$ cat config.mk
export PLATFORM = sky130hd
export DESIGN_NAME = reload_capture_timer
export DESIGN_NICKNAME = d
export VERILOG_FILES = /design/src/rtl/timer_pkg.sv /design/src/rtl/timer_prescaler.sv /design/src/rtl/reload_capture_timer.sv
export VERILOG_INCLUDE_DIRS = /design/src /design/src/rtl
export SDC_FILE = /design/constraint.sdc
export NUM_CORES = 1
export LEC_CHECK = 0
export BUFFER_PORTS_ARGS = -buffer_cell sky130_fd_sc_hd__buf_2
export CAP_MARGIN = 20
export CORE_ASPECT_RATIO = 0.8
export CORE_MARGIN = 1
export CORE_UTILIZATION = 61
export DETAILED_ROUTE_END_ITERATION = 7
export GPL_ROUTABILITY_DRIVEN = 0
export PLACE_DENSITY_LB_ADDON = 0.15
export SYNTH_ARGS = -nofsm -noshare
export SYNTH_HDL_FRONTEND = slang
export SYNTH_SLANG_ARGS = --single-unit
$ cat constraint.sdc
create_clock -name clk_i -period 6.2 [get_ports clk_i]
set_input_delay 0.31 -clock clk_i [delete_from_list [all_inputs] [get_ports clk_i]]
set_output_delay 0.31 -clock clk_i [all_outputs]
set_load 0.1 [all_outputs]
$ cat src/rtl/timer_consts.svh
// offsets, field positions, reset values and divider counts of the reload/capture timer
// assumes a 32-bit wishbone data path, one register per aligned word
`ifndef TIMER_CONSTS_SVH
`define TIMER_CONSTS_SVH

// register byte offsets
`define TMR_OFS_CTRL 8'h00
`define TMR_OFS_CLKSEL 8'h04
`define TMR_OFS_RELOAD 8'h08
`define TMR_OFS_COUNT 8'h0C
`define TMR_OFS_STATUS 8'h10
`define TMR_OFS_MASK 8'h14

// timer_control_register fields
`define TMR_CTRL_HI_FLAG 7
`define TMR_CTRL_LO_FLAG 6
`define TMR_CTRL_LO_IEN 5
`define TMR_CTRL_CAP_EN 4
`define TMR_CTRL_SPLIT 3
`define TMR_CTRL_RUN 2
`define TMR_CTRL_CAP_SRC 1
`define TMR_CTRL_EXT_CLK 0

// clock_control_register fields
`define TMR_CLK_LO_SEL 0
`define TMR_CLK_HI_SEL 1

// interrupt status and mask fields
`define TMR_IRQ_HI_OVF 0
`define TMR_IRQ_LO_OVF 1
`define TMR_IRQ_CAPTURE 2

// reset values
`define TMR_RST_CTRL 8'h00
`define TMR_RST_CLKSEL 2'h0
`define TMR_RST_BYTE 8'h00
`define TMR_RST_IRQ 3'h0

// prescaler counts
`define TMR_SYS_DIV 4'hC
`define TMR_EXT_DIV 3'h7

`endif

$ cat src/rtl/timer_pkg.sv
// types shared by the reload/capture timer files
// assumes timer_consts.svh for all numeric constants
package timer_pkg;

   typedef enum logic [1:0] {
      MODE_RELOAD16,
      MODE_SPLIT8,
      MODE_CAPTURE16,
      MODE_CAPTURE8
   } timer_mode_e;

endpackage : timer_pkg

$ cat src/rtl/timer_prescaler.sv
// prescaler: system clock divided by 12 and synchronised external clock divided by 8
// assumes ext_clk_i is asynchronous and slower than half the system clock
`timescale 1ns/1ps
`default_nettype none
`include "timer_consts.svh"

module timer_prescaler (
   // system
   input wire logic clk_i,
   input wire logic rst_i,
   // external oscillator
   input wire logic ext_clk_i,
   // ticks, one cycle each
   output logic sys_div_tick_o,
   output logic ext_div_tick_o
);

   logic ext_meta_q, ext_meta_d;
   logic ext_sync_q, ext_sync_d;
   logic ext_prev_q, ext_prev_d;
   logic [3:0] sys_cnt_q, sys_cnt_d;
   logic [2:0] ext_cnt_q, ext_cnt_d;
   logic sys_tick_q, sys_tick_d;
   logic ext_tick_q, ext_tick_d;

   always_comb begin
      ext_meta_d = ext_clk_i;
      ext_sync_d = ext_meta_q;
      ext_prev_d = ext_sync_q;
      sys_cnt_d = sys_cnt_q + 4'h1;
      sys_tick_d = 1'b0;
      if (sys_cnt_q == `TMR_SYS_DIV - 4'h1) begin
         sys_cnt_d = 4'h0;
         sys_tick_d = 1'b1;
      end
      ext_cnt_d = ext_cnt_q;
      ext_tick_d = 1'b0;
      // count rising edges of the synchronised external clock
      if (ext_sync_q && !ext_prev_q) begin
         ext_cnt_d = ext_cnt_q + 3'h1;
         if (ext_cnt_q == `TMR_EXT_DIV) begin
            ext_tick_d = 1'b1;
         end
      end
   end

   always_ff @(posedge clk_i) begin
      if (rst_i) begin
         ext_meta_q <= 1'b0;
         ext_sync_q <= 1'b0;
         ext_prev_q <= 1'b0;
         sys_cnt_q <= 4'h0;
         ext_cnt_q <= 3'h0;
         sys_tick_q <= 1'b0;
         ext_tick_q <= 1'b0;
      end else begin
         ext_meta_q <= ext_meta_d;
         ext_sync_q <= ext_sync_d;
         ext_prev_q <= ext_prev_d;
         sys_cnt_q <= sys_cnt_d;
         ext_cnt_q <= ext_cnt_d;
         sys_tick_q <= sys_tick_d;
         ext_tick_q <= ext_tick_d;
      end
   end

   assign sys_div_tick_o = sys_tick_q;
   assign ext_div_tick_o = ext_tick_q;

endmodule : timer_prescaler

`default_nettype wire

$ cat src/rtl/reload_capture_timer.sv
// sixteen-bit reload/capture timer with a classic wishbone register slave
// assumes sof_i is a one-cycle pulse and lfo_i a level, both synchronous to clk_i
`timescale 1ns/1ps
`default_nettype none
`include "timer_consts.svh"

module reload_capture_timer
   import timer_pkg::*;
(
   // system
   input wire logic clk_i,
   input wire logic rst_i,
   // wishbone slave
   input wire logic cyc_i,
   input wire logic stb_i,
   input wire logic we_i,
   input wire logic [7:0] adr_i,
   input wire logic [3:0] sel_i,
   input wire logic [31:0] dat_i,
   output logic [31:0] dat_o,
   output logic ack_o,
   // clock and capture sources
   input wire logic ext_clk_i,
   input wire logic sof_i,
   input wire logic lfo_i,
   // interrupt
   output logic irq_o
);

   logic [7:0] ctrl_q, ctrl_d;
   logic [1:0] clksel_q, clksel_d;
   logic [7:0] reload_lo_q, reload_lo_d;
   logic [7:0] reload_hi_q, reload_hi_d;
   logic [7:0] count_lo_q, count_lo_d;
   logic [7:0] count_hi_q, count_hi_d;
   logic [2:0] status_q, status_d;
   logic [2:0] mask_q, mask_d;
   logic ack_q, ack_d;
   logic [31:0] rdata_q, rdata_d;
   logic lfo_q, lfo_d;

   logic sys_div_tick;
   logic ext_div_tick;
   logic lo_tick;
   logic hi_tick;
   logic lo_ovf;
   logic hi_ovf;
   logic capture;
   logic access;
   logic wr;
   logic rd;
   logic [15:0] count16;
   logic [15:0] count_inc;
   logic [2:0] status_clr;
   logic [2:0] status_evt;
   logic hit_reload;
   logic hit_count;
   logic hit_status;
   timer_mode_e mode;

   timer_prescaler u_prescaler (
      .clk_i(clk_i),
      .rst_i(rst_i),
      .ext_clk_i(ext_clk_i),
      .sys_div_tick_o(sys_div_tick),
      .ext_div_tick_o(ext_div_tick)
   );

   // per-half clock source
   function automatic logic half_tick(input logic sel, input logic ext, input logic sdiv, input logic xdiv);
      half_tick = sel ? 1'b1 : (ext ? xdiv : sdiv);
   endfunction : half_tick

   assign lo_tick = half_tick(clksel_q[`TMR_CLK_LO_SEL], ctrl_q[`TMR_CTRL_EXT_CLK],
                              sys_div_tick, ext_div_tick);
   assign hi_tick = half_tick(clksel_q[`TMR_CLK_HI_SEL], ctrl_q[`TMR_CTRL_EXT_CLK],
                              sys_div_tick, ext_div_tick);

   assign access = cyc_i && stb_i && ack_q;
   assign wr = access && we_i;
   assign rd = access && !we_i;
   assign count16 = {count_hi_q, count_lo_q};
   assign count_inc = count16 + 16'h0001;

   // register decode shared by the counter and status logic
   assign hit_reload = (adr_i == `TMR_OFS_RELOAD);
   assign hit_count = (adr_i == `TMR_OFS_COUNT);
   assign hit_status = (adr_i == `TMR_OFS_STATUS);

   always_comb begin
      unique case ({ctrl_q[`TMR_CTRL_CAP_EN], ctrl_q[`TMR_CTRL_SPLIT]})
         2'b00: mode = MODE_RELOAD16;
         2'b01: mode = MODE_SPLIT8;
         2'b10: mode = MODE_CAPTURE16;
         2'b11: mode = MODE_CAPTURE8;
      endcase
   end

   // lfo_q resets low, the idle level of the line, so reset makes no false edge
   always_comb begin
      lfo_d = lfo_i;
      capture = 1'b0;
      if (ctrl_q[`TMR_CTRL_CAP_EN]) begin
         capture = ctrl_q[`TMR_CTRL_CAP_SRC] ? (lfo_i && !lfo_q) : sof_i;
      end
   end

   // counters, reload bytes and flags
   always_comb begin
      count_lo_d = count_lo_q;
      count_hi_d = count_hi_q;
      reload_lo_d = reload_lo_q;
      reload_hi_d = reload_hi_q;
      lo_ovf = 1'b0;
      hi_ovf = 1'b0;
      unique case (mode)
         MODE_RELOAD16, MODE_CAPTURE16: begin
            if (ctrl_q[`TMR_CTRL_RUN] && lo_tick) begin
               count_lo_d = count_inc[7:0];
               count_hi_d = count_inc[15:8];
               lo_ovf = (count_lo_q == 8'hFF);
               hi_ovf = (count16 == 16'hFFFF);
               // capture modes never reload, so the count runs freely through zero
               if (hi_ovf && mode == MODE_RELOAD16) begin
                  count_lo_d = reload_lo_q;
                  count_hi_d = reload_hi_q;
               end
            end
         end
         MODE_SPLIT8, MODE_CAPTURE8: begin
            // the low half ignores the run bit in both split modes
            if (lo_tick) begin
               count_lo_d = count_lo_q + 8'h01;
               lo_ovf = (count_lo_q == 8'hFF);
               if (lo_ovf && mode == MODE_SPLIT8) begin
                  count_lo_d = reload_lo_q;
               end
            end
            if (ctrl_q[`TMR_CTRL_RUN] && hi_tick) begin
               count_hi_d = count_hi_q + 8'h01;
               hi_ovf = (count_hi_q == 8'hFF);
               if (hi_ovf && mode == MODE_SPLIT8) begin
                  count_hi_d = reload_hi_q;
               end
            end
         end
      endcase
      // software writes to the counter win over counting
      if (wr && hit_count) begin
         if (sel_i[0]) begin
            count_lo_d = dat_i[7:0];
         end
         if (sel_i[1]) begin
            count_hi_d = dat_i[15:8];
         end
      end
      // a capture wins over a software write to the reload bytes
      if (capture) begin
         reload_lo_d = count_lo_q;
         reload_hi_d = count_hi_q;
      end else if (wr && hit_reload) begin
         if (sel_i[0]) begin
            reload_lo_d = dat_i[7:0];
         end
         if (sel_i[1]) begin
            reload_hi_d = dat_i[15:8];
         end
      end
   end

   // registers written by software and overflow flags
   always_comb begin
      ctrl_d = ctrl_q;
      clksel_d = clksel_q;
      mask_d = mask_q;
      if (wr && sel_i[0]) begin
         unique case (adr_i)
            `TMR_OFS_CTRL: ctrl_d = dat_i[7:0];
            `TMR_OFS_CLKSEL: clksel_d = dat_i[1:0];
            `TMR_OFS_MASK: mask_d = dat_i[2:0];
            default: ;
         endcase
      end
      // hardware only ever sets the flags; a set wins over a software clear
      if (hi_ovf) begin
         ctrl_d[`TMR_CTRL_HI_FLAG] = 1'b1;
      end
      if (lo_ovf) begin
         ctrl_d[`TMR_CTRL_LO_FLAG] = 1'b1;
      end
   end

   // interrupt status: one sticky bit per source
   assign status_evt[`TMR_IRQ_HI_OVF] = hi_ovf;
   assign status_evt[`TMR_IRQ_LO_OVF] = lo_ovf && ctrl_q[`TMR_CTRL_LO_IEN];
   assign status_evt[`TMR_IRQ_CAPTURE] = capture;
   // a status read clears only the bits it returned, so a later event is not lost
   assign status_clr = (rd && hit_status) ? rdata_q[2:0] : 3'h0;

   // an event in the clearing cycle wins over the clear
   for (genvar i = 0; i < 3; i++) begin : g_status
      assign status_d[i] = (status_q[i] && !status_clr[i]) || status_evt[i];
   end

   // bus answer: ack one cycle after the request, read data ready with it
   always_comb begin
      ack_d = cyc_i && stb_i && !ack_q;
      rdata_d = rdata_q;
      if (ack_d && !we_i) begin
         rdata_d = 32'h0000_0000;
         unique case (adr_i)
            `TMR_OFS_CTRL: rdata_d[7:0] = ctrl_q;
            `TMR_OFS_CLKSEL: rdata_d[1:0] = clksel_q;
            `TMR_OFS_RELOAD: rdata_d[15:0] = {reload_hi_q, reload_lo_q};
            `TMR_OFS_COUNT: rdata_d[15:0] = count16;
            `TMR_OFS_STATUS: rdata_d[2:0] = status_q;
            `TMR_OFS_MASK: rdata_d[2:0] = mask_q;
            default: ;
         endcase
      end
   end

   // counters and reload bytes
   always_ff @(posedge clk_i) begin
      if (rst_i) begin
         reload_lo_q <= `TMR_RST_BYTE;
         reload_hi_q <= `TMR_RST_BYTE;
         count_lo_q <= `TMR_RST_BYTE;
         count_hi_q <= `TMR_RST_BYTE;
      end else begin
         reload_lo_q <= reload_lo_d;
         reload_hi_q <= reload_hi_d;
         count_lo_q <= count_lo_d;
         count_hi_q <= count_hi_d;
      end
   end

   // software registers and overflow flags
   always_ff @(posedge clk_i) begin
      if (rst_i) begin
         ctrl_q <= `TMR_RST_CTRL;
         clksel_q <= `TMR_RST_CLKSEL;
         mask_q <= `TMR_RST_IRQ;
      end else begin
         ctrl_q <= ctrl_d;
         clksel_q <= clksel_d;
         mask_q <= mask_d;
      end
   end

   // interrupt status
   always_ff @(posedge clk_i) begin
      if (rst_i) begin
         status_q <= `TMR_RST_IRQ;
      end else begin
         status_q <= status_d;
      end
   end

   // bus answer
   always_ff @(posedge clk_i) begin
      if (rst_i) begin
         ack_q <= 1'b0;
         rdata_q <= 32'h0000_0000;
      end else begin
         ack_q <= ack_d;
         rdata_q <= rdata_d;
      end
   end

   // capture edge detector
   always_ff @(posedge clk_i) begin
      if (rst_i) begin
         lfo_q <= 1'b0;
      end else begin
         lfo_q <= lfo_d;
      end
   end

   assign ack_o = ack_q;
   assign dat_o = rdata_q;
   assign irq_o = |(status_q & mask_q);

endmodule : reload_capture_timer

`default_nettype wire

==> summary.md <==
| Metric | Value |
|---|---|
| Status | `finished, final reports clean` |
| Clock power share | `36.3%` |
| Worst Path Required | `6470 ps` |
| Yosys reg bits | `78` |
| Syn avg cell area | `8.18 um^2` |
| CTS tree | `built` |
| Drt total wl | `13700 um` |
| Largest area contributor in the netlist | `dfxtp_1` |
| I/O pins | `86` |
| N_diodes | `0` |
| Post-Synthesis Cell Area | `4790 um^2` |
| DR WL/cell | `19.1 um` |
| Share of cells above drive strength 1 | `15.9%` |
| CTS H-tree depth | `3` |
| Synth cell types | `71` |
| Overflow after GRT | `0` |
| Top post-synthesis cells by area | `dfxtp_1 (33%), mux2i_1 (8.4%), nor2_1 (6.1%), a211oi_1 (3.0%), buf_4 (3.0%)` |
| I/O Buffers | `51` |
| Clock Latency Late Sink | `360 ps` |
| Clk_skew | `7.31 ps` |
| CP max stage delay | `780 ps` |
| Fin crit period | `2620 ps` |
| Leakage | `2.04 nW` |
| Worst-path clk slew | `90 ps` |
| Crit-path cells | `nand4_1, nor3_1, nand2_1, a311o_1, a311oi_1` |
| Pre-CTS WS | `3670 ps` |
| CP Capture Type | `register` |
| Vias in the first global route | `4192` |
| Yosys warning count | `0` |
| Remaining antenna violation count | `0` |
| Placed Instances | `699` |
| Postcts setup bufs | `0` |
| Slew headroom | `37.7%` |
| Cts hold-fix bufs | `0` |
| Critical Path Fanout Max | `13` |
| Total CTS buffers | `9` |
| First-pass GRT wire length | `21500 um` |
| Int Pwr | `0.000692 W` |
| Synth Flop Type | `dfxtp_1` |
| Global Route met3 Usage | `8.95%` |
| Most Crowded Layer GR | `met2` |
| Final hold vios | `0` |
| CTS root buf | `clkbuf_8` |
| Layout area overhead | `7.13%` |
| Worst EP arrival | `2890 ps` |
| Largest net degree at the start of global routing | `71` |
| Initial Util | `63.9%` |
| Die area | `8220 um^2` |
| # setup viols final | `0` |
| Seq pwr share | `50.8%` |
| HPWL after DPL | `9560 um` |
| # DRC | `0` |
| Startpoint Class | `register` |
| Unrepaired setup endpoints after global routing | `no` |
| All-Layer GR Usage | `34.1%` |
| Crit-path slowest cell | `nor3_1` |
| Starting DRT DRC Count | `628` |
| Final Max Tran Viols | `0` |
| Switching part of the total | `31.2%` |
| Die height | `81.3 um` |
| Power Dens Cells | `196 nW/um^2` |
| Post-synth top area share | `32.6%` |
| Async set or reset register ratio after synthesis | `0%` |
| Worst-Margin Slew | `928 ps` |
| Seq/Total Area, Yosys | `32.6%` |
| Tcrit/Tclk final | `42.2%` |
| Number of clock sinks | `78` |
| Max Cap Violations | `0` |
| PostCTS Resize Cnt | `0` |
| Fmax | `382 MHz` |
| Met2 global-route usage | `50.9%` |
| Setup ws final | `3580 ps` |
| Met1 Use GR | `47.5%` |
| Vias post-DR | `4807` |
| Nets | `662` |
| FP Rows | `28` |
| Core Region | `7500 um^2` |
| Family with the most delay on the worst path | `simple AND/OR/NAND/NOR gates` |
| Logic pwr share | `12.9%` |
| Post-synth EDFFs | `0` |
| Final TNS setup | `0 ps` |
| Buf/Inv on CP | `0` |
| Max rail drop VDD | `145 uV` |
| Fill cells | `654` |
| Cells after Synth | `586` |
| Most frequent cells in the layout | `nor2_1 (78), dfxtp_1 (78), buf_2 (51)` |
| Switch Pwr | `0.000314 W` |
| Via density per instance | `6.72` |
| Initial antenna violation count | `0` |
| Clock Path Buffers | `2` |
| Hold WS | `177 ps` |
| Drt pass-1 iters | `5` |
| Fin cells | `715` |
| Critical setup path kind | `register to register` |
| Die Wd | `101 um` |
| Hold WC Path Type | `input port to register` |
| Total power | `0.00101 W` |
[cell usage after synthesis (10+ instances only)]
cell,instances
a211oi_1,19
a21oi_1,23
a221oi_1,13
buf_4,19
clkbuf_1,35
dfxtp_1,78
mux2_2,11
mux2i_1,40
nand2_1,28
nand3_1,24
nand4_1,10
nor2_1,78
nor3_1,20
o21ai_0,28
[worst register-to-register path, stage by stage, from the launching register on]
cell and delay, ps:
dfxtp_1 590, nand4_1 430, nor3_1 790, nand2_1 110
a311o_1 370, a311oi_1 240
[metal layers]
layer | wire (um) | up-vias | part of all wire (%)
met4 | 371 | 0 | 2.7
met5 | 0 | - | 0
met2 | 5850 | 327 | 43
met1 | 5950 | 2234 | 43
met3 | 1510 | 47 | 11
li1 | - | 2199 | -
[power groups by stage]
stage	Combinational [W]	Sequential (W)	Clock (W)
detailed placement	0.000129	0.000523	0
finish	0.000130	0.000511	0.000365
CTS	0.000129	0.000511	0.000365
global placement	0.000127	0.000523	0
global route	0.000137	0.000512	0.000387
floorplan	0.0000832	0.000549	0
[cell type report]
class | count | area (um^2) | share of cell area (%)
clock inverter | 5 | 40.0 | 0.780
tap | 105 | 131 | 2.56
inverter | 10 | 37.5 | 0.731
timing repair buffer | 57 | 300 | 5.85
multi-input combinational | 449 | 2920 | 56.9
clock buffer | 11 | 141 | 2.75
sequential | 78 | 1560 | 30.4
[logic make-up after synthesis]
kind of cell | Yosys count | synth area share (%)
and+or+nand+nor | 222 | 23.9
AOI/OAI and AO/OA | 151 | 22.6
DFF | 78 | 32.6
buffers and inverters | 74 | 7.70
muxes | 52 | 11.3
adders and majority gates | 5 | 1.31
xor gates and xnor gates | 3 | 0.548
other | 1 | 0.0782
[stage by stage]
step / utilization, % / instance area, um^2
final: 68.5 / 5130
after global routing: 68.5 / 5130
after CTS: 68.5 / 5130
after detailed placement: 66.1 / 4950
after global placement: 66.1 / 4950
after floorplan: - / 4850
[registers in the layout (all words and copies together), names as in the netlist]
signal	cells
u_prescaler.sys_div_tick_o	1
u_prescaler.ext_prev_q	1
u_prescaler.sys_cnt_q	4
lfo_q	1
count_lo_q	8
u_prescaler.ext_prev_d	1
reload_lo_q	8
u_prescaler.ext_cnt_q	3
ack_o	1
mask_q	3
u_prescaler.ext_div_tick_o	1
clksel_q	2
count_hi_q	8
dat_o	16
u_prescaler.ext_meta_q	1
reload_hi_q	8
status_q	3
ctrl_q	8
[path summary, 6_finish.rpt]
kind	from	to	slack (ps)	cells past startpoint
setup / recovery	count_lo_q[4]	count_lo_q[1]	3580	5
hold / removal	ext_clk_i	u_prescaler.ext_meta_q	180	2
setup reg to reg	count_lo_q[4]	count_lo_q[1]	3580	5
hold reg to reg	u_prescaler.ext_meta_q	u_prescaler.ext_prev_d	440	1
(Power assumes the default switching activity.)
